==> src/hdl/mmcd_pkg.sv <==
// Constants, field layouts and carrier types for the manual command decoder.
package mmcd_pkg;

  // ---------------------------------------------------------------------------
  // Sizes
  // ---------------------------------------------------------------------------
  localparam int NUM_AXES  = 4;
  localparam int NUM_TASKS = 4;
  localparam int WORD_W    = 16;
  localparam int CMD_W     = 10;

  // ---------------------------------------------------------------------------
  // Bit positions inside the task control word and the axis command word
  // ---------------------------------------------------------------------------
  localparam int BIT_MODE   = 1;
  localparam int BIT_DECEL  = 0;
  localparam int BIT_SEARCH = 1;
  localparam int BIT_RETURN = 2;
  localparam int BIT_JOG    = 3;
  localparam int BIT_ECR    = 4;
  localparam int BIT_FORCED = 5;
  localparam int BIT_ABS    = 6;
  localparam int BIT_FOLLOW = 8;
  localparam int BIT_LOCK   = 9;
  localparam int BIT_UNLOCK = 10;

  // ---------------------------------------------------------------------------
  // Reset values and timing
  // ---------------------------------------------------------------------------
  localparam logic [WORD_W-1:0] WORD_RST     = 16'h0000;
  localparam int                INIT_TIME_US = 100;
  localparam int                CLK_HZ       = 10_000_000;
  localparam int                INIT_CNT_W   = 11;
  localparam logic [INIT_CNT_W-1:0] INIT_COUNT =
    INIT_CNT_W'(INIT_TIME_US * (CLK_HZ / 1_000_000));

  // ---------------------------------------------------------------------------
  // Command masks, laid out as the command struct below (MSB is highest)
  // ---------------------------------------------------------------------------
  localparam logic [CMD_W-1:0] MASK_ANY_MODE = 10'h280;
  localparam logic [CMD_W-1:0] MASK_DECEL    = 10'h100;
  localparam logic [CMD_W-1:0] MASK_HOLD     = 10'h072;

  // ---------------------------------------------------------------------------
  // Types
  // ---------------------------------------------------------------------------
  typedef logic [WORD_W-1:0] mmcd_word_t;

  // Field order is the priority order, highest first.
  typedef struct packed {
    logic unlock;
    logic decel;
    logic ecr;
    logic search;
    logic ret;
    logic jog;
    logic forced;
    logic abs_set;
    logic handwheel_follow;
    logic lock;
  } mmcd_cmd_s;

  typedef struct packed {
    logic [1:0]  axis;
    logic [31:0] value;
  } mmcd_preset_s;

  typedef enum logic [2:0] {
    ST_IDLE = 3'b001,
    ST_HOLD = 3'b010,
    ST_SHOT = 3'b100
  } mmcd_axis_st_e;

endpackage : mmcd_pkg

==> src/hdl/mmcd_decoder.sv <==
// Host control word decoder: initialisation, task modes and manual axis commands.
`timescale 1ns/1ps

// Summary of operation
// - Commands are ignored while initial processing runs.
// - Initialisation flag is on during initial processing, off afterwards.
// - Bit 01 of each task word selects automatic (1) or manual (0).
// - Mode bit rising stops the task's own axis in manual operation.
// - Mode bit falling halts the task program and stops its axis.
// - Edges are found inside the block by sampling the shared words.
// - One command word per axis; bit 10 rising requests servo-unlock.
// - Manual commands start only on a rising edge of their bit.
// - Simultaneous rising commands resolve by fixed priority, unlock highest.
// - Bit 00 rising starts a deceleration stop of the axis.
// - Decel bit held in manual mode refuses axis commands other than error counter reset and servo-unlock.
// - Bit 04 rising clears the axis position error counter.
// - Bit 01 rising starts origin search, falling stops it.
// - Bit 02 rising starts reference origin return, falling stops it.
// - Search, return, jog, handwheel follow run while bit stays one.
// - Bits 05, 06, 09 rising start forced origin, absolute origin, lock.
// - Error counter reset and servo-unlock are accepted in automatic mode.
// - Position preset arrives as a block data write, not a bit.
// - Busy while a command runs; only deceleration stop accepted then.
module mmcd_decoder (
  input  wire logic                                      i_ref_clk,
  input  wire logic                                      i_rst_n,
  input  wire logic                                      i_restart,
  input  wire logic                                      i_refresh,
  input  wire mmcd_pkg::mmcd_word_t [3:0]                i_task_word,
  input  wire mmcd_pkg::mmcd_word_t [3:0]                i_axis_word,
  input  wire logic [3:0]                                i_cmd_done,
  input  wire logic                                      i_preset_valid,
  input  wire mmcd_pkg::mmcd_preset_s                    i_preset,
  output logic                                           o_init_flag,
  output logic [3:0]                                     o_task_auto,
  output logic [3:0]                                     o_prog_halt,
  output mmcd_pkg::mmcd_cmd_s [3:0]                      o_axis_start,
  output logic [3:0]                                     o_axis_stop,
  output logic [3:0]                                     o_axis_busy,
  output logic                                           o_preset_valid,
  output mmcd_pkg::mmcd_preset_s                         o_preset
);

  // ---------------------------------------------------------------------------
  // Helper functions
  // ---------------------------------------------------------------------------
  // Maps word bits onto the command struct in priority order.
  function automatic mmcd_pkg::mmcd_cmd_s to_cmd(input mmcd_pkg::mmcd_word_t w);
    mmcd_pkg::mmcd_cmd_s c;
    c.unlock           = w[mmcd_pkg::BIT_UNLOCK];
    c.decel            = w[mmcd_pkg::BIT_DECEL];
    c.ecr              = w[mmcd_pkg::BIT_ECR];
    c.search           = w[mmcd_pkg::BIT_SEARCH];
    c.ret              = w[mmcd_pkg::BIT_RETURN];
    c.jog              = w[mmcd_pkg::BIT_JOG];
    c.forced           = w[mmcd_pkg::BIT_FORCED];
    c.abs_set          = w[mmcd_pkg::BIT_ABS];
    c.handwheel_follow = w[mmcd_pkg::BIT_FOLLOW];
    c.lock             = w[mmcd_pkg::BIT_LOCK];
    return c;
  endfunction : to_cmd
  // Word bit that keeps a continuing command alive.
  function automatic mmcd_pkg::mmcd_word_t hold_bits(input mmcd_pkg::mmcd_cmd_s c);
    mmcd_pkg::mmcd_word_t w;
    w                         = mmcd_pkg::WORD_RST;
    w[mmcd_pkg::BIT_SEARCH]   = c.search;
    w[mmcd_pkg::BIT_RETURN]   = c.ret;
    w[mmcd_pkg::BIT_JOG]      = c.jog;
    w[mmcd_pkg::BIT_FOLLOW]   = c.handwheel_follow;
    return w;
  endfunction : hold_bits
  // Keeps only the highest-priority request.
  function automatic mmcd_pkg::mmcd_cmd_s pick(input mmcd_pkg::mmcd_cmd_s r);
    logic [mmcd_pkg::CMD_W-1:0] v;
    logic                       found;
    v     = '0;
    found = 1'b0;
    for (int i = mmcd_pkg::CMD_W - 1; i >= 0; i--) begin
      if (r[i] && !found) begin
        v[i]  = 1'b1;
        found = 1'b1;
      end
    end
    return mmcd_pkg::mmcd_cmd_s'(v);
  endfunction : pick

  // ---------------------------------------------------------------------------
  // Restart request synchroniser
  // ---------------------------------------------------------------------------
  logic                               restart_s1_q;
  logic                               restart_s2_q;
  logic                               restart_prev_q;
  logic                               restart_rise;
  // The request comes from the host's clock, so it is brought in through two stages.
  always_ff @(posedge i_ref_clk or negedge i_rst_n) begin
    if (!i_rst_n) begin
      restart_s1_q   <= 1'b0;
      restart_s2_q   <= 1'b0;
      restart_prev_q <= 1'b0;
    end else begin
      restart_s1_q   <= i_restart;
      restart_s2_q   <= restart_s1_q;
      restart_prev_q <= restart_s2_q;
    end
  end

  assign restart_rise = restart_s2_q & ~restart_prev_q;

  // ---------------------------------------------------------------------------
  // Initial processing
  // ---------------------------------------------------------------------------
  logic                               init_q;
  logic [mmcd_pkg::INIT_CNT_W-1:0]    init_cnt_q;
  logic                               live;
  // Runs for a fixed count after reset release or restart; the flag follows it.
  always_ff @(posedge i_ref_clk or negedge i_rst_n) begin
    if (!i_rst_n) begin
      init_q     <= 1'b1;
      init_cnt_q <= mmcd_pkg::INIT_COUNT;
    end else if (restart_rise) begin
      init_q     <= 1'b1;
      init_cnt_q <= mmcd_pkg::INIT_COUNT;
    end else if (init_q) begin
      init_cnt_q <= init_cnt_q - 1'b1;
      if (init_cnt_q == mmcd_pkg::INIT_CNT_W'(1)) begin
        init_q <= 1'b0;
      end
    end
  end

  assign o_init_flag = init_q;
  // Refreshes during initial processing are not decoded at all.
  assign live = i_refresh & ~init_q;

  // ---------------------------------------------------------------------------
  // Previous samples of the shared words
  // ---------------------------------------------------------------------------
  mmcd_pkg::mmcd_word_t [3:0]         task_prev_q;
  mmcd_pkg::mmcd_word_t [3:0]         axis_prev_q;
  // Cleared during init so a bit already high afterwards is seen as a new edge.
  always_ff @(posedge i_ref_clk or negedge i_rst_n) begin
    if (!i_rst_n) begin
      task_prev_q <= '0;
      axis_prev_q <= '0;
    end else if (init_q) begin
      task_prev_q <= '0;
      axis_prev_q <= '0;
    end else if (i_refresh) begin
      task_prev_q <= i_task_word;
      axis_prev_q <= i_axis_word;
    end
  end

  // ---------------------------------------------------------------------------
  // Per-axis decode (axis k is owned by task k)
  // ---------------------------------------------------------------------------
  mmcd_pkg::mmcd_axis_st_e [3:0]      st_q;
  mmcd_pkg::mmcd_word_t [3:0]         run_mask_q;
  mmcd_pkg::mmcd_cmd_s [3:0]          req;
  mmcd_pkg::mmcd_cmd_s [3:0]          grant;
  logic [3:0]                         manual;
  logic [3:0]                         mode_up;
  logic [3:0]                         mode_dn;
  logic [3:0]                         stop;
  // Masks are applied from widest to narrowest so the busy gate has the last word.
  always_comb begin
    for (int a = 0; a < mmcd_pkg::NUM_AXES; a++) begin
      manual[a]  = ~i_task_word[a][mmcd_pkg::BIT_MODE];
      o_axis_busy[a] = (st_q[a] != mmcd_pkg::ST_IDLE);
      mode_up[a] = live & i_task_word[a][mmcd_pkg::BIT_MODE]
                   & ~task_prev_q[a][mmcd_pkg::BIT_MODE];
      mode_dn[a] = live & ~i_task_word[a][mmcd_pkg::BIT_MODE]
                   & task_prev_q[a][mmcd_pkg::BIT_MODE];
      req[a]     = to_cmd(i_axis_word[a] & ~axis_prev_q[a]);
      if (!manual[a]) begin
        req[a] = mmcd_pkg::mmcd_cmd_s'(req[a] & mmcd_pkg::MASK_ANY_MODE);
      end else if (i_axis_word[a][mmcd_pkg::BIT_DECEL] &
                   axis_prev_q[a][mmcd_pkg::BIT_DECEL]) begin
        req[a] = mmcd_pkg::mmcd_cmd_s'(req[a] & mmcd_pkg::MASK_ANY_MODE);
      end
      if (st_q[a] != mmcd_pkg::ST_IDLE) begin
        req[a] = mmcd_pkg::mmcd_cmd_s'(req[a] & mmcd_pkg::MASK_DECEL);
      end
      grant[a] = live ? pick(req[a]) : mmcd_pkg::mmcd_cmd_s'('0);
      // A continuing operation ends when its own bit reads zero at a refresh.
      stop[a]  = grant[a].decel | mode_up[a] | mode_dn[a]
                 | (live & (st_q[a] == mmcd_pkg::ST_HOLD)
                    & ((i_axis_word[a] & run_mask_q[a]) == mmcd_pkg::WORD_RST));
    end
  end

  // Axis operation state; one-shot commands cannot be interrupted, only finished.
  always_ff @(posedge i_ref_clk or negedge i_rst_n) begin
    if (!i_rst_n) begin
      st_q       <= {mmcd_pkg::NUM_AXES{mmcd_pkg::ST_IDLE}};
      run_mask_q <= '0;
    end else begin
      for (int a = 0; a < mmcd_pkg::NUM_AXES; a++) begin
        case (st_q[a])
          mmcd_pkg::ST_IDLE: begin
            if (|(grant[a] & mmcd_pkg::MASK_HOLD)) begin
              st_q[a]       <= mmcd_pkg::ST_HOLD;
              run_mask_q[a] <= hold_bits(grant[a]);
            end else if (|(grant[a] & ~mmcd_pkg::MASK_DECEL)) begin
              st_q[a] <= mmcd_pkg::ST_SHOT;
            end
          end
          mmcd_pkg::ST_HOLD: begin
            if (stop[a]) begin
              st_q[a] <= mmcd_pkg::ST_IDLE;
            end
          end
          mmcd_pkg::ST_SHOT: begin
            if (i_cmd_done[a]) begin
              st_q[a] <= mmcd_pkg::ST_IDLE;
            end
          end
          default: begin
            st_q[a] <= mmcd_pkg::ST_IDLE;
          end
        endcase
      end
    end
  end

  // ---------------------------------------------------------------------------
  // Registered command and mode outputs
  // ---------------------------------------------------------------------------
  // Start and stop strobes last one cycle, one cycle after the refresh.
  always_ff @(posedge i_ref_clk or negedge i_rst_n) begin
    if (!i_rst_n) begin
      o_axis_start <= '0;
      o_axis_stop  <= '0;
      o_prog_halt  <= '0;
      o_task_auto  <= '0;
    end else begin
      o_axis_start <= grant;
      o_axis_stop  <= stop;
      o_prog_halt  <= mode_dn;
      for (int t = 0; t < mmcd_pkg::NUM_TASKS; t++) begin
        if (live) begin
          o_task_auto[t] <= i_task_word[t][mmcd_pkg::BIT_MODE];
        end
      end
    end
  end

  // ---------------------------------------------------------------------------
  // Position preset by block data write
  // ---------------------------------------------------------------------------
  // The preset is a data transfer, not a control bit, and only lands on an idle manual axis.
  always_ff @(posedge i_ref_clk or negedge i_rst_n) begin
    if (!i_rst_n) begin
      o_preset_valid <= 1'b0;
      o_preset       <= '0;
    end else begin
      o_preset_valid <= i_preset_valid & ~init_q & manual[i_preset.axis]
                        & (st_q[i_preset.axis] == mmcd_pkg::ST_IDLE);
      if (i_preset_valid) begin
        o_preset <= i_preset;
      end
    end
  end

  // ---------------------------------------------------------------------------
  // Assertions
  // ---------------------------------------------------------------------------
  property p_init_ignore;
    @(posedge i_ref_clk) disable iff (!i_rst_n)
      init_q |=> (o_axis_start == '0);
  endproperty
  a_init_ignore: assert property (p_init_ignore) else $error("command during init");
  property p_init_end;
    @(posedge i_ref_clk) disable iff (!i_rst_n)
      $fell(o_init_flag) |-> ($past(init_cnt_q) == mmcd_pkg::INIT_CNT_W'(1));
  endproperty
  a_init_end: assert property (p_init_end) else $error("init ended early");
  for (genvar g = 0; g < mmcd_pkg::NUM_AXES; g++) begin : g_chk
    property p_mode_up_stop;
      @(posedge i_ref_clk) disable iff (!i_rst_n)
        mode_up[g] && st_q[g] == mmcd_pkg::ST_HOLD
        |=> o_axis_stop[g] && st_q[g] == mmcd_pkg::ST_IDLE;
    endproperty
    a_mode_up_stop: assert property (p_mode_up_stop) else $error("manual op kept");
    property p_mode_dn_halt;
      @(posedge i_ref_clk) disable iff (!i_rst_n)
        live && !i_task_word[g][mmcd_pkg::BIT_MODE] && task_prev_q[g][mmcd_pkg::BIT_MODE]
        |=> o_prog_halt[g] && o_axis_stop[g] ##1 !o_prog_halt[g];
    endproperty
    a_mode_dn_halt: assert property (p_mode_dn_halt) else $error("no program halt");
    property p_jog_edge;
      @(posedge i_ref_clk) disable iff (!i_rst_n)
        o_axis_start[g].jog |-> $past(live) && $past(i_axis_word[g][mmcd_pkg::BIT_JOG])
                                && !$past(axis_prev_q[g][mmcd_pkg::BIT_JOG]);
    endproperty
    a_jog_edge: assert property (p_jog_edge) else $error("jog without edge");
    property p_one_cmd;
      @(posedge i_ref_clk) disable iff (!i_rst_n)
        $onehot0(o_axis_start[g]);
    endproperty
    a_one_cmd: assert property (p_one_cmd) else $error("two commands at once");
    property p_decel_hold;
      @(posedge i_ref_clk) disable iff (!i_rst_n)
        live && manual[g] && i_axis_word[g][mmcd_pkg::BIT_DECEL]
        && axis_prev_q[g][mmcd_pkg::BIT_DECEL]
        |=> (o_axis_start[g] & ~mmcd_pkg::MASK_ANY_MODE) == '0;
    endproperty
    a_decel_hold: assert property (p_decel_hold) else $error("command under decel");
    property p_hold_end;
      @(posedge i_ref_clk) disable iff (!i_rst_n)
        live && st_q[g] == mmcd_pkg::ST_HOLD
        && (i_axis_word[g] & run_mask_q[g]) == mmcd_pkg::WORD_RST
        |=> o_axis_stop[g] && !o_axis_busy[g];
    endproperty
    a_hold_end: assert property (p_hold_end) else $error("op outlived its bit");
    property p_auto_only;
      @(posedge i_ref_clk) disable iff (!i_rst_n)
        live && !manual[g] |=> (o_axis_start[g] & ~mmcd_pkg::MASK_ANY_MODE) == '0;
    endproperty
    a_auto_only: assert property (p_auto_only) else $error("manual cmd in auto");
    property p_busy_gate;
      @(posedge i_ref_clk) disable iff (!i_rst_n)
        o_axis_busy[g] |=> (o_axis_start[g] & ~mmcd_pkg::MASK_DECEL) == '0;
    endproperty
    a_busy_gate: assert property (p_busy_gate) else $error("command while busy");
    c_jog_run: cover property (@(posedge i_ref_clk) disable iff (!i_rst_n)
      o_axis_start[g].jog ##[1:50] o_axis_stop[g]);
    c_shot_done: cover property (@(posedge i_ref_clk) disable iff (!i_rst_n)
      st_q[g] == mmcd_pkg::ST_SHOT ##1 st_q[g] == mmcd_pkg::ST_IDLE);
    c_auto_ecr: cover property (@(posedge i_ref_clk) disable iff (!i_rst_n)
      o_task_auto[g] && o_axis_start[g].ecr);
  end

endmodule : mmcd_decoder

==> config.mk <==
export PLATFORM = sky130hd
export DESIGN_NAME = mmcd_decoder
export DESIGN_NICKNAME = d
export VERILOG_FILES = /design/src/hdl/mmcd_pkg.sv /design/src/hdl/mmcd_decoder.sv
export SDC_FILE = /design/constraint.sdc
export NUM_CORES = 1
export LEC_CHECK = 0
export BUFFER_PORTS_ARGS = -buffer_cell sky130_fd_sc_hd__buf_2
export CAP_MARGIN = 25
export CELL_PAD_IN_SITES_DETAIL_PLACEMENT = 0
export CELL_PAD_IN_SITES_GLOBAL_PLACEMENT = 1
export CORE_UTILIZATION = 41
export CTS_BUF_LIST = sky130_fd_sc_hd__clkbuf_16
export CTS_CLUSTER_DIAMETER = 100
export DETAILED_ROUTE_END_ITERATION = 10
export PLACE_DENSITY = 0.95
export SLEW_MARGIN = 20
export SYNTH_ARGS = -nofsm -noshare
export SYNTH_HDL_FRONTEND = slang
export SYNTH_SLANG_ARGS = --single-unit
==> constraint.sdc <==
create_clock -name i_ref_clk -period 3.5 [get_ports i_ref_clk]
set_input_delay 0.525 -clock i_ref_clk [delete_from_list [all_inputs] [get_ports i_ref_clk]]
set_output_delay 0.525 -clock i_ref_clk [all_outputs]
set_load 0.01 [all_outputs]
==> summary.txt, run 1 <==
Critical path
  • Worst setup SP type: flip-flop
  • Critical path class: reg -> reg
  • Worst setup EP type: flip-flop
  • Crit path max-delay family: simple AND/OR/NAND/NOR gates
  • WP buf/inv: 0
  • Cell Chain, Critical Path: nor3b_1 > nand3_1 > nor4_1 > o21ai_0 > a21o_1
  • Worst path arrival time: 2.88 ns
  • WP data required: 3.81 ns
  • Highest net fanout along the worst path: 5
  • Slowest Stage Delay on Critical Path: 0.55 ns
  • CP max stage cell: dfstp_2

Logic synthesis
  • Top_reg_cell synth: dfrtp_1
  • Ys async rst share: 100%
  • Syn Inst Count: 643
  • Register area share after synthesis: 59.2%
  • Synth top area share: 55.3%
  • Most frequent cell after synthesis: dfrtp_1
  • Multiplexer share of the synthesized area: 11.2%
  • Compound-cell area share of the yosys netlist: 7.97%
  • Syn nets: 816
  • Leading area contributor after synthesis: dfrtp_1
  • Flop and latch count out of synthesis: 174
  • Syn_area_per_cell: 11.5 µm²
  • Synthesis warning total: 0
  • Synth Cell Area: 7380 µm²
  • Simple-Gate Fraction of Synth Area: 18.1%
  • Top cells by area, synth: dfrtp_1 (55%), mux2i_1 (6.0%), mux2_2 (5.2%)
  • Synth cell count leaders: dfrtp_1 (163), nor2_1 (78), nand2_1 (45), mux2i_1 (44), mux2_2 (34)
  • Adder-Cell Fraction of Synth Area: 0.339%
  • Synth Area in XOR/XNOR: 1.07%
  • Largest family of logic cells by synthesized area: simple AND/OR/NAND/NOR gates
  • Post-synth EDFFs: 0
  • Synth cell types: 56

Placed design
  • HPWL after DPL: 12.2 mm
  • Placed instance area: 8520 µm²
  • Port buffer count: 178
  • Final GP Congestion: 0.841

Drt
  • Post-route DRC: 0
  • Routed wire per std cell: 15.9 µm
  • Vias per std cell: 5.06
  • DR top layer: met4
  • DRC violation total after the first TritonRoute iteration: 231
  • Met2 WL: 8.29 mm
  • Metal3 WL: 824 µm
  • DRT antenna net count: 0
  • Drt pass-1 iters: 4
  • Via Count: 5375
  • Met1 WL: 7.53 mm
  • Overall routed net length: 16.9 mm

CTS
  • CTS root buf: clkbuf_16
  • Postcts setup bufs: 0
  • Num CTS Buffers: 17
  • Max H-tree Level: 4
  • CTS tree: done
  • CTS Hold Bufs: 0
  • Clock transition at path regs: 0.07 ns
  • CTS Sinks: 174
  • Clock Latency Late Sink: 0.42 ns
  • Clk buf depth: 2
  • Post-CTS resize count: 0

Power and ir drop
  • Clock power share: 40.6%
  • Switching Power: 1260 µW
  • P_leak: 0.00465 µW
  • Gate power share: 13.0%
  • Sequential share of power: 46.4%
  • PD cells: 527 nW/µm²
  • VDD IR max: 334 µV
  • Internal: 3560 µW
  • Switch share: 26.1%

GRT
  • Largest net degree at the start of global routing: 71
  • Total gr overflow: 0
  • Vias in the first global route: 5416
  • Initial antenna violation count: 1
  • Global-route wire length before repair: 27.4 mm
  • GRT Total Usage: 19.1%

STA
  • Final hold violation count: 0
  • Total Negative Setup Slacks: 0 ns
  • Max Clock Skew: 0.00781 ns
  • Fin. max-slew vios: 0
  • F_max: 389 MHz
  • Crit share post-route: 73.4%
  • Minimum clock period: 2.57 ns
  • Final setup viols: 0
  • RSZ-0062 raised after global routing: no
  • Slew HR: 45.5%
  • Worst-Margin Slew: 0.817 ns

Die
  • Die ar.: 18500 µm²
  • Row cnt: 48
  • Number of I/O pins: 263
  • Initial Utilization: 42.4%
  • CORE AREA: 17400 µm²
  • Die H: 136 µm
  • Die Wd: 136 µm

Cells and area
  • Layout cells sized above 1: 32.2%
  • Final non-filler cell area: 9140 µm²
  • Filler Cell Count: 1539
  • Fin nets: 996
  • P&R area growth vs syn: 23.8%

Run status
  • Outcome: finished, final reports clean

Worst hold path
  • Worst min path class: in -> async

Job
  • Max Cap Viol: 0
[per-stage QoR]
step | power (µW) | setup slack (ns) | hold slack [ns] | util (%) | cells
global route | 5030 | 0.727 | 0.0983 | 52.4 | 1061
floorplan | 2630 | 1.30 | 0.229 | - | 643
CTS | 4870 | 0.944 | 0.0774 | 52.4 | 1061
finish | 4810 | 0.930 | 0.0609 | 52.5 | 1062
global placement | 2880 | 1.01 | 0.336 | 48.9 | 1029
detailed placement | 2900 | 0.974 | 0.336 | 48.9 | 1029
[power groups by stage]
stage / Combinational (µW) / Sequential (µW) / Clock (µW)
floorplan: 351 / 2280 / 0
global placement: 616 / 2260 / 0
detailed placement: 630 / 2270 / 0
CTS: 633 / 2230 / 2000
global route: 696 / 2250 / 2080
finish: 623 / 2230 / 1950
[flip-flops by register name, indices dropped and copies added, names as in the netlist]
register,cells
o_axis_start,40
axis_prev_q,40
o_axis_stop,4
init_cnt_q,11
st_q,12
o_preset_valid,1
run_mask_q,16
restart_s2_q,1
o_task_auto,4
o_init_flag,1
o_prog_halt,4
restart_prev_q,1
restart_s1_q,1
task_prev_q,4
o_preset,34
[cells in the final DEF, fill, tap and decap left out, drive strengths merged, types with 4 or more instances in the layout]
cell / n
dfstp: 11
nand2: 45
mux2i: 44
a22o: 6
or4: 4
clkinvlp: 4
nor4: 8
nor3b: 20
nand3b: 5
o21ai: 17
clkbuf: 17
nor4b: 5
a21o: 13
a21oi: 17
a221oi: 4
xor2: 4
nor2b: 15
xnor2: 5
nand2b: 30
mux2: 34
nor3: 15
and3: 6
inv: 23
nand3: 14
buf: 185
dfrtp: 163
nor2: 78
[kinds of logic after synthesis]
family	count (synthesis)
DFF	174
buffers and inverters	41
xor gates and xnor gates	9
muxes	78
adders and majority gates	2
and+or+nand+nor	256
AOI/OAI and AO/OA	83
[path summary, 6_finish.rpt]
kind                       cells after the start  slack, ns                    endpoint              startpoint
max in group asynchronous                      2       2.43    o_preset[21]$_DFFE_PN0P_                 i_rst_n
min in group i_ref_clk                         1       0.20      restart_s1_q$_DFF_PN0_               i_restart
setup reg to reg                               5       0.93  run_mask_q[49]$_DFFE_PN0P_     st_q[9]$_DFFE_PN1P_
setup / recovery                               5       0.93  run_mask_q[49]$_DFFE_PN0P_     st_q[9]$_DFFE_PN1P_
hold / removal                                 1       0.06  o_axis_start[21]$_DFF_PN0_                 i_rst_n
hold reg to reg                                0       0.35      restart_s2_q$_DFF_PN0_  restart_s1_q$_DFF_PN0_
[routing by layer]
metal  up-vias  global-route usage [%]
met5         -                       0
met4         0                    6.30
met3        22                    4.70
met2       126                    31.4
met1      2621                    24.6
li1       2606                       -
[area by class of cell]
cell class              instances  area, µm²  share of cell area, %
multi-input cells             428       2850                   31.2
clock buffers                  17        425                   4.66
well taps                     225        282                   3.08
clock inverters                15        185                   2.03
diodes                          1       2.50                 0.0274
inverters                      17       63.8                  0.698
repair buffers                185        962                   10.5
flip-flops and latches        174       4370                   47.8
(Power assumes the default switching activity.)
==> run 2, diff against run 1 <==
--- a/config.mk
+++ b/config.mk
@@ -5,15 +5,16 @@
 export SDC_FILE = /design/constraint.sdc
 export NUM_CORES = 1
 export LEC_CHECK = 0
+export ABC_AREA = 1
 export BUFFER_PORTS_ARGS = -buffer_cell sky130_fd_sc_hd__buf_2
 export CAP_MARGIN = 25
 export CELL_PAD_IN_SITES_DETAIL_PLACEMENT = 0
 export CELL_PAD_IN_SITES_GLOBAL_PLACEMENT = 1
-export CORE_UTILIZATION = 41
+export CORE_UTILIZATION = 37
 export CTS_BUF_LIST = sky130_fd_sc_hd__clkbuf_16
 export CTS_CLUSTER_DIAMETER = 100
 export DETAILED_ROUTE_END_ITERATION = 10
-export PLACE_DENSITY = 0.95
+export PLACE_DENSITY = 0.91
 export SLEW_MARGIN = 20
 export SYNTH_ARGS = -nofsm -noshare
 export SYNTH_HDL_FRONTEND = slang
==> constraint.sdc (replaced) <==
create_clock -name i_ref_clk -period 2.5 [get_ports i_ref_clk]
set_input_delay 0.375 -clock i_ref_clk [delete_from_list [all_inputs] [get_ports i_ref_clk]]
set_output_delay 0.375 -clock i_ref_clk [all_outputs]
set_load 0.01 [all_outputs]
==> run 2 against run 1 <==
Compared with the run above: first-iteration DRC count increased by 42%; clock power increased by 38%; flip-flop and latch count unchanged; synthesized cell count increased by 33%; power increased by 46%; clock skew increased by 0.0043 ns; worst setup slack got worse by 0.31 ns; routed wire length increased by 14%; sequential power increased by 42%; count of clock-buffer cells in the layout unchanged; critical endpoint is now st_q[3]$_DFFE_PN1P_.
==> summary.txt, run 2 <==
Logic synthesis
  • Top_reg_cell synth: dfrtp_1
  • Synth top area share: 51.8%
  • Post-synth EDFFs: 0
  • Syn_area_per_cell: 9.21 µm²
  • Register area share after synthesis: 55.4%
  • Synth Cell Area: 7880 µm²
  • Leading area contributor after synthesis: dfrtp_1
  • Synth cell types: 43
  • Most frequent cell after synthesis: dfrtp_1
  • Syn nets: 1028
  • Synthesis warning total: 0
  • Top cells by area, synth: dfrtp_1 (52%), inv_1 (6.4%), nand2_1 (5.8%)
  • Synth cell count leaders: dfrtp_1 (163), inv_1 (134), nand2_1 (122), nor2_1 (90), nand3_1 (54)
  • Syn Inst Count: 855
  • Flop and latch count out of synthesis: 174
  • Ys async rst share: 100%

Drt
  • Overall routed net length: 19.2 mm
  • Post-route DRC: 0
  • Vias per std cell: 4.80
  • Drt pass-1 iters: 7
  • DRC violation total after the first TritonRoute iteration: 329
  • DRT antenna net count: 0
  • Routed wire per std cell: 14.5 µm
  • Via Count: 6379

Critical path
  • CP max stage cell: dfstp_2
  • Slowest Stage Delay on Critical Path: 0.55 ns
  • Crit path max-delay family: simple AND/OR/NAND/NOR gates
  • Worst R2R End: st_q[3]$_DFFE_PN1P_
  • Worst path arrival time: 2.26 ns
  • R2R Setup Slk: 0.62 ns
  • WP buf/inv: 2
  • Highest net fanout along the worst path: 6
  • Critical R2R Launch: st_q[3]$_DFFE_PN1P_
  • Worst setup EP type: flip-flop
  • Reg2Reg Depth: 10
  • Cell Chain, Critical Path: inv_2 > nor3_4 > nand2_2 > inv_2 > nand3_2 > nand4_1 > o21ai_1 > nor2_2 > nand2_1 > nand2_1
  • WP data required: 2.88 ns
  • Worst setup SP type: flip-flop
  • Critical Path Source: st_q[3]$_DFFE_PN1P_
  • Critical path class: reg -> reg

Power and ir drop
  • Clock power share: 38.2%
  • VDD IR max: 448 µV
  • Gate power share: 17.0%
  • P_leak: 0.00503 µW
  • PD cells: 725 nW/µm²
  • Switch share: 30.5%
  • Switching Power: 2150 µW
  • Internal: 4900 µW
  • Sequential share of power: 44.8%

CTS
  • Post-CTS resize count: 0
  • CTS Sinks: 174
  • Clock Latency Late Sink: 0.43 ns
  • Num CTS Buffers: 17
  • CTS root buf: clkbuf_16
  • Max H-tree Level: 4
  • Clk buf depth: 2
  • Postcts setup bufs: 0
  • Clock transition at path regs: 0.08 ns
  • CTS tree: done

Cells and area
  • Layout cells sized above 1: 32.4%
  • Top Registers: axis_prev_q: 40 flops, o_axis_start: 40 flops, o_preset: 34 flops
  • Register area: 4370 µm²
  • Multi-input gate area in the final layout: 2840 µm²
  • Ant diodes: 0
  • Final core occ: 46.4%
  • Most frequent cells in the layout: buf_2 (177), dfrtp_1 (163), inv_1 (134)
  • Commonest non-fill, non-tap cell in the layout: buf_2
  • P&R area growth vs syn: 23.4%
  • Fin nets: 1214
  • Filler Cell Count: 2039

STA
  • Total Negative Setup Slacks: 0 ns
  • F_max: 531 MHz
  • Fin. max-slew vios: 0
  • Crit share post-route: 75.3%
  • Minimum clock period: 1.88 ns
  • Slew HR: 49.1%
  • Final hold violation count: 0
  • Max Clock Skew: 0.0121 ns
  • Final setup viols: 0
  • Worst-Margin Slew: 0.763 ns
  • RSZ-0062 raised after global routing: no

Die
  • Die Wd: 148 µm
  • Die H: 148 µm
  • Number of I/O pins: 263
  • Row cnt: 53
  • CORE AREA: 21000 µm²
  • Initial Utilization: 37.6%
  • Die ar.: 21900 µm²

Placed design
  • HPWL after DPL: 14.4 mm
  • Final GP Congestion: 0.803
  • Port buffer count: 178

GRT
  • GRT Total Usage: 18.4%
  • Global-route wire length before repair: 31.1 mm
  • Vias in the first global route: 6068
  • Initial antenna violation count: 0
  • Total gr overflow: 0
  • Largest net degree at the start of global routing: 64

Worst hold path
  • Hold path depth: 1
  • Worst min path class: in -> reg
  • Hold endpoint: restart_s1_q$_DFF_PN0_
  • Hold Crit Start: i_restart

Job
  • Max Cap Viol: 0

Run status
  • Outcome: finished, final reports clean
[run 2: cell types whose count changed after synthesis, moves of 19 or more]
cell,delta
inv_1,+117
nand2_1,+77
mux2i_1,-44
nand3_1,+41
nand2b_1,-30
o21ai_0,+24
inv_2,+20
o22ai_1,+20
nor3b_1,-19
[run 2: power by group through the flow]
stage	logic [µW]	registers [µW]	clock network [µW]
2_1_floorplan	750	3220	0
3_3_place_gp	1190	3200	0
3_5_place_dp	1210	3210	0
4_1_cts	1210	3160	2760
5_1_grt	1350	3180	2880
6_report	1200	3160	2690
[run 2: what timing repair did]
action | 4_1_cts | 5_1_grt
endpoints found under the hold margin | 54 | 0
setup endpoints to repair | 0 | 0
hold buffers | 1 | 0
[run 2: worst max path at each step]
stage | end | slack [ns] | cells after the start
final | st_q[3]$_DFFE_PN1P_ | 0.62 | 10
after floorplan | run_mask_q[33]$_DFFE_PN0P_ | 0.90 | 10
after detailed placement | run_mask_q[8]$_DFFE_PN0P_ | 0.59 | 13
after global placement | st_q[5]$_DFFE_PN0P_ | 0.62 | 9
after CTS | st_q[3]$_DFFE_PN1P_ | 0.61 | 10
after global routing | st_q[3]$_DFFE_PN1P_ | 0.44 | 10
[run 2: worst register-to-register path, delay by kind of cell (launching register included)]
| kind | cells | cell delay [ns] |
|---|---|---|
| buffers and inverters | 2 | 0.21 |
| AND/OR/NAND/NOR | 7 | 0.95 |
| flip-flops | 1 | 0.55 |
| AO/OA/AOI/OAI | 1 | 0.12 |
[run 2: cells by family (layout without fill, tap and decap cells)]
group | after synthesis | count (layout) | share of synthesized area, %
multiplexers | 32 | 32 | 4.57
buffers and inverters | 174 | 373 | 8.53
AND/OR/NAND/NOR | 373 | 373 | 23.8
AO/OA/AOI/OAI | 100 | 100 | 7.29
adder cells (fa/ha/maj) | 2 | 2 | 0.318
flip-flops | 174 | 174 | 55.4
[run 2: cell type report]
cell class	count	area share, %
Clock buffer	17	4.38
Clock inverter	15	1.72
Inverter	155	5.98
Multi-Input combinational cell	507	29.2
Sequential cell	174	44.9
Tap cell	275	3.54
Timing Repair Buffer	186	10.3
[run 2: per-stage QoR]
step / cells / power [µW] / setup WS [ns] / hold slack (ns) / instance area, µm²
detailed placement: 1296 / 4420 / 0.593 / 0.336 / 9120
CTS: 1329 / 7140 / 0.605 / 0.0638 / 9720
finish: 1329 / 7050 / 0.618 / 0.0902 / 9720
global placement: 1296 / 4390 / 0.623 / 0.333 / 9120
floorplan: 855 / 3970 / 0.899 / 0.0794 / 7880
global route: 1329 / 7410 / 0.437 / 0.0649 / 9720
[run 2: layer usage]
metal	up-vias	GRT usage, %	wire [µm]
li1	3142	-	-
met1	3012	24.4	8840
met2	194	30.2	9120
met3	31	3.52	906
met4	0	6.44	374
met5	-	0	0
==> run 3, diff against run 2 <==
==> constraint.sdc (replaced) <==
create_clock -name i_ref_clk -period 1.9 [get_ports i_ref_clk]
set_input_delay 0.285 -clock i_ref_clk [delete_from_list [all_inputs] [get_ports i_ref_clk]]
set_output_delay 0.285 -clock i_ref_clk [all_outputs]
set_load 0.01 [all_outputs]
==> run 3 against run 2 <==
Compared with the run above: first-iteration DRC count fell by 17%; die area did not move; global-route usage fell by 0.33 points; design area rose by 2.9%; flip-flop and latch count did not move; worst setup slack got worse by 0.50 ns.
==> summary.txt, run 3 (synthesized netlist as in run 2, its figures left out) <==
Run status
  • Outcome: finished, final reports clean

Critical path
  • Crit path max-delay family: simple AND/OR/NAND/NOR gates
  • Slowest Stage Delay on Critical Path: 0.57 ns
  • Cell Chain, Critical Path: inv_2 > nor2_4 > nand3_4 > nor2_4 > inv_2 > nand4_1 > nand2_1 > nor3_2 > nand3_1 > nand2_1
  • Worst setup SP type: flip-flop
  • WP data required: 2.27 ns
  • Worst setup EP type: flip-flop
  • Highest net fanout along the worst path: 6
  • WP buf/inv: 2
  • CP max stage cell: dfstp_2
  • Worst path arrival time: 2.15 ns
  • Critical path class: reg -> reg

Drt
  • DRC violation total after the first TritonRoute iteration: 272
  • Routed wire per std cell: 14.6 µm
  • Overall routed net length: 19.6 mm
  • Via Count: 6421
  • Vias per std cell: 4.77
  • Drt pass-1 iters: 5
  • DRT antenna net count: 0
  • Post-route DRC: 0

Cells and area
  • Ant diodes: 0
  • P&R area growth vs syn: 27.0%
  • Fin nets: 1232
  • Final core occ: 47.8%
  • Layout cells sized above 1: 34.6%
  • Commonest non-fill, non-tap cell in the layout: buf_2
  • Most frequent cells in the layout: buf_2 (177), dfrtp_1 (163), inv_1 (134)
  • Top Registers: axis_prev_q: 40 flops, o_axis_start: 40 flops, o_preset: 34 flops
  • Final non-filler cell area: 10000 µm²

Die
  • Die Wd: 148 µm
  • CORE AREA: 21000 µm²
  • Number of I/O pins: 263
  • Initial Utilization: 37.6%
  • Die H: 148 µm
  • Die ar.: 21900 µm²
  • Row cnt: 53

Power and ir drop
  • Clock power share: 37.9%
  • Gate power share: 18.0%
  • Internal: 6620 µW
  • Switch share: 29.7%
  • PD cells: 941 nW/µm²
  • Sequential share of power: 44.1%
  • VDD IR max: 589 µV
  • P_leak: 0.00518 µW
  • Switching Power: 2800 µW

STA
  • Min Hold Slack: 0.0885 ns
  • Crit share post-route: 93.8%
  • Final hold violation count: 0
  • Total Negative Setup Slacks: 0 ns
  • Max Clock Skew: 0.0110 ns
  • F_max: 561 MHz
  • Worst-Margin Slew: 0.723 ns
  • RSZ-0062 raised after global routing: yes
  • Final setup viols: 0
  • Slew HR: 51.8%
  • Minimum clock period: 1.78 ns
  • Fin. max-slew vios: 0

Job
  • Max Cap Viol: 0

Placed design
  • Placed instance area: 9260 µm²
  • Port buffer count: 178
  • HPWL after DPL: 14.7 mm
  • Final GP Congestion: 0.850

CTS
  • CTS root buf: clkbuf_16
  • CTS tree: done
  • CTS Sinks: 174
  • Num CTS Buffers: 17
  • Clock transition at path regs: 0.07 ns
  • Clock Latency Late Sink: 0.42 ns
  • Clk buf depth: 2
  • Max H-tree Level: 4

GRT
  • Total gr overflow: 0
  • GRT Total Usage: 18.1%
  • Initial antenna violation count: 0
  • Largest net degree at the start of global routing: 46
  • Vias in the first global route: 6127
  • Global-route wire length before repair: 30.8 mm

Worst hold path
  • Worst min path class: in -> reg
[run 3: cell count changes in the layout (fill, tap and decap cells not counted), moves of 4 or more]
cell	before	now
nor2_1	90	83
buf_4	4	15
nor2_2	15	21
buf_12	3	7
[run 3: layout make-up]
| cell class | count | area [µm²] |
|---|---|---|
| inverter | 155 | 582 |
| timing repair buffer | 204 | 1210 |
| tap | 275 | 344 |
| fill | 2004 | 10900 |
| clock buffer | 17 | 425 |
| sequential | 174 | 4370 |
| multi-input combinational | 507 | 2910 |
| clock inverter | 15 | 171 |
[run 3: timing repair]
action                     in CTS  in global routing
buffers inserted                0                  4
resized for setup               0                 20
hold endpoints to repair       40                  0
setup endpoints to repair       0                 12
hold buffers                    2                  0
[run 3: worst paths after layout]
kind | start | end | slack, ns | cells past startpoint
worst max-delay path | st_q[6]$_DFFE_PN1P_ | st_q[6]$_DFFE_PN1P_ | 0.12 | 10
worst min-delay path | i_axis_word[10] | axis_prev_q[10]$_DFFE_PN0P_ | 0.09 | 3
worst max register to register | st_q[6]$_DFFE_PN1P_ | st_q[6]$_DFFE_PN1P_ | 0.12 | 10
worst min register to register | restart_s1_q$_DFF_PN0_ | restart_s2_q$_DFF_PN0_ | 0.35 | 0
max in group asynchronous | i_rst_n | o_preset[27]$_DFFE_PN0P_ | 0.81 | 3
min in group asynchronous | i_rst_n | o_preset[16]$_DFFE_PN0P_ | 0.36 | 2
[run 3: worst register-to-register path: stages (launching register included)]
cell     delay (ns)
dfstp_2        0.57
inv_2          0.05
nor2_4         0.13
nand3_4        0.13
nor2_4         0.16
inv_2          0.08
nand4_1        0.18
nand2_1        0.10
nor3_2         0.18
nand3_1        0.08
nand2_1        0.06
[run 3: routing by layer]
layer	GRT usage (%)	vias up	wire [µm]
li1	-	3175	-
met1	23.4	3038	8960
met2	30.3	185	9450
met3	3.49	23	898
met4	6.08	0	305
met5	0	-	0
[run 3: per-stage QoR]
stage                     instances  worst slack, ns  total power (µW)
after detailed placement       1308            0.104              5870
after CTS                      1342           0.0792              9480
after floorplan                 855            0.299              5220
final                          1347            0.117              9420
after global routing           1347          -0.0302              9880
after global placement         1308            0.110              5830
[run 3: power groups by stage]
| stage | clock network [µW] | registers (µW) | logic, µW |
|---|---|---|---|
| after CTS | 3670 | 4160 | 1650 |
| after floorplan | 0 | 4230 | 986 |
| after global placement | 0 | 4220 | 1610 |
| final | 3570 | 4160 | 1700 |
| after global routing | 3810 | 4190 | 1880 |
| after detailed placement | 0 | 4230 | 1640 |
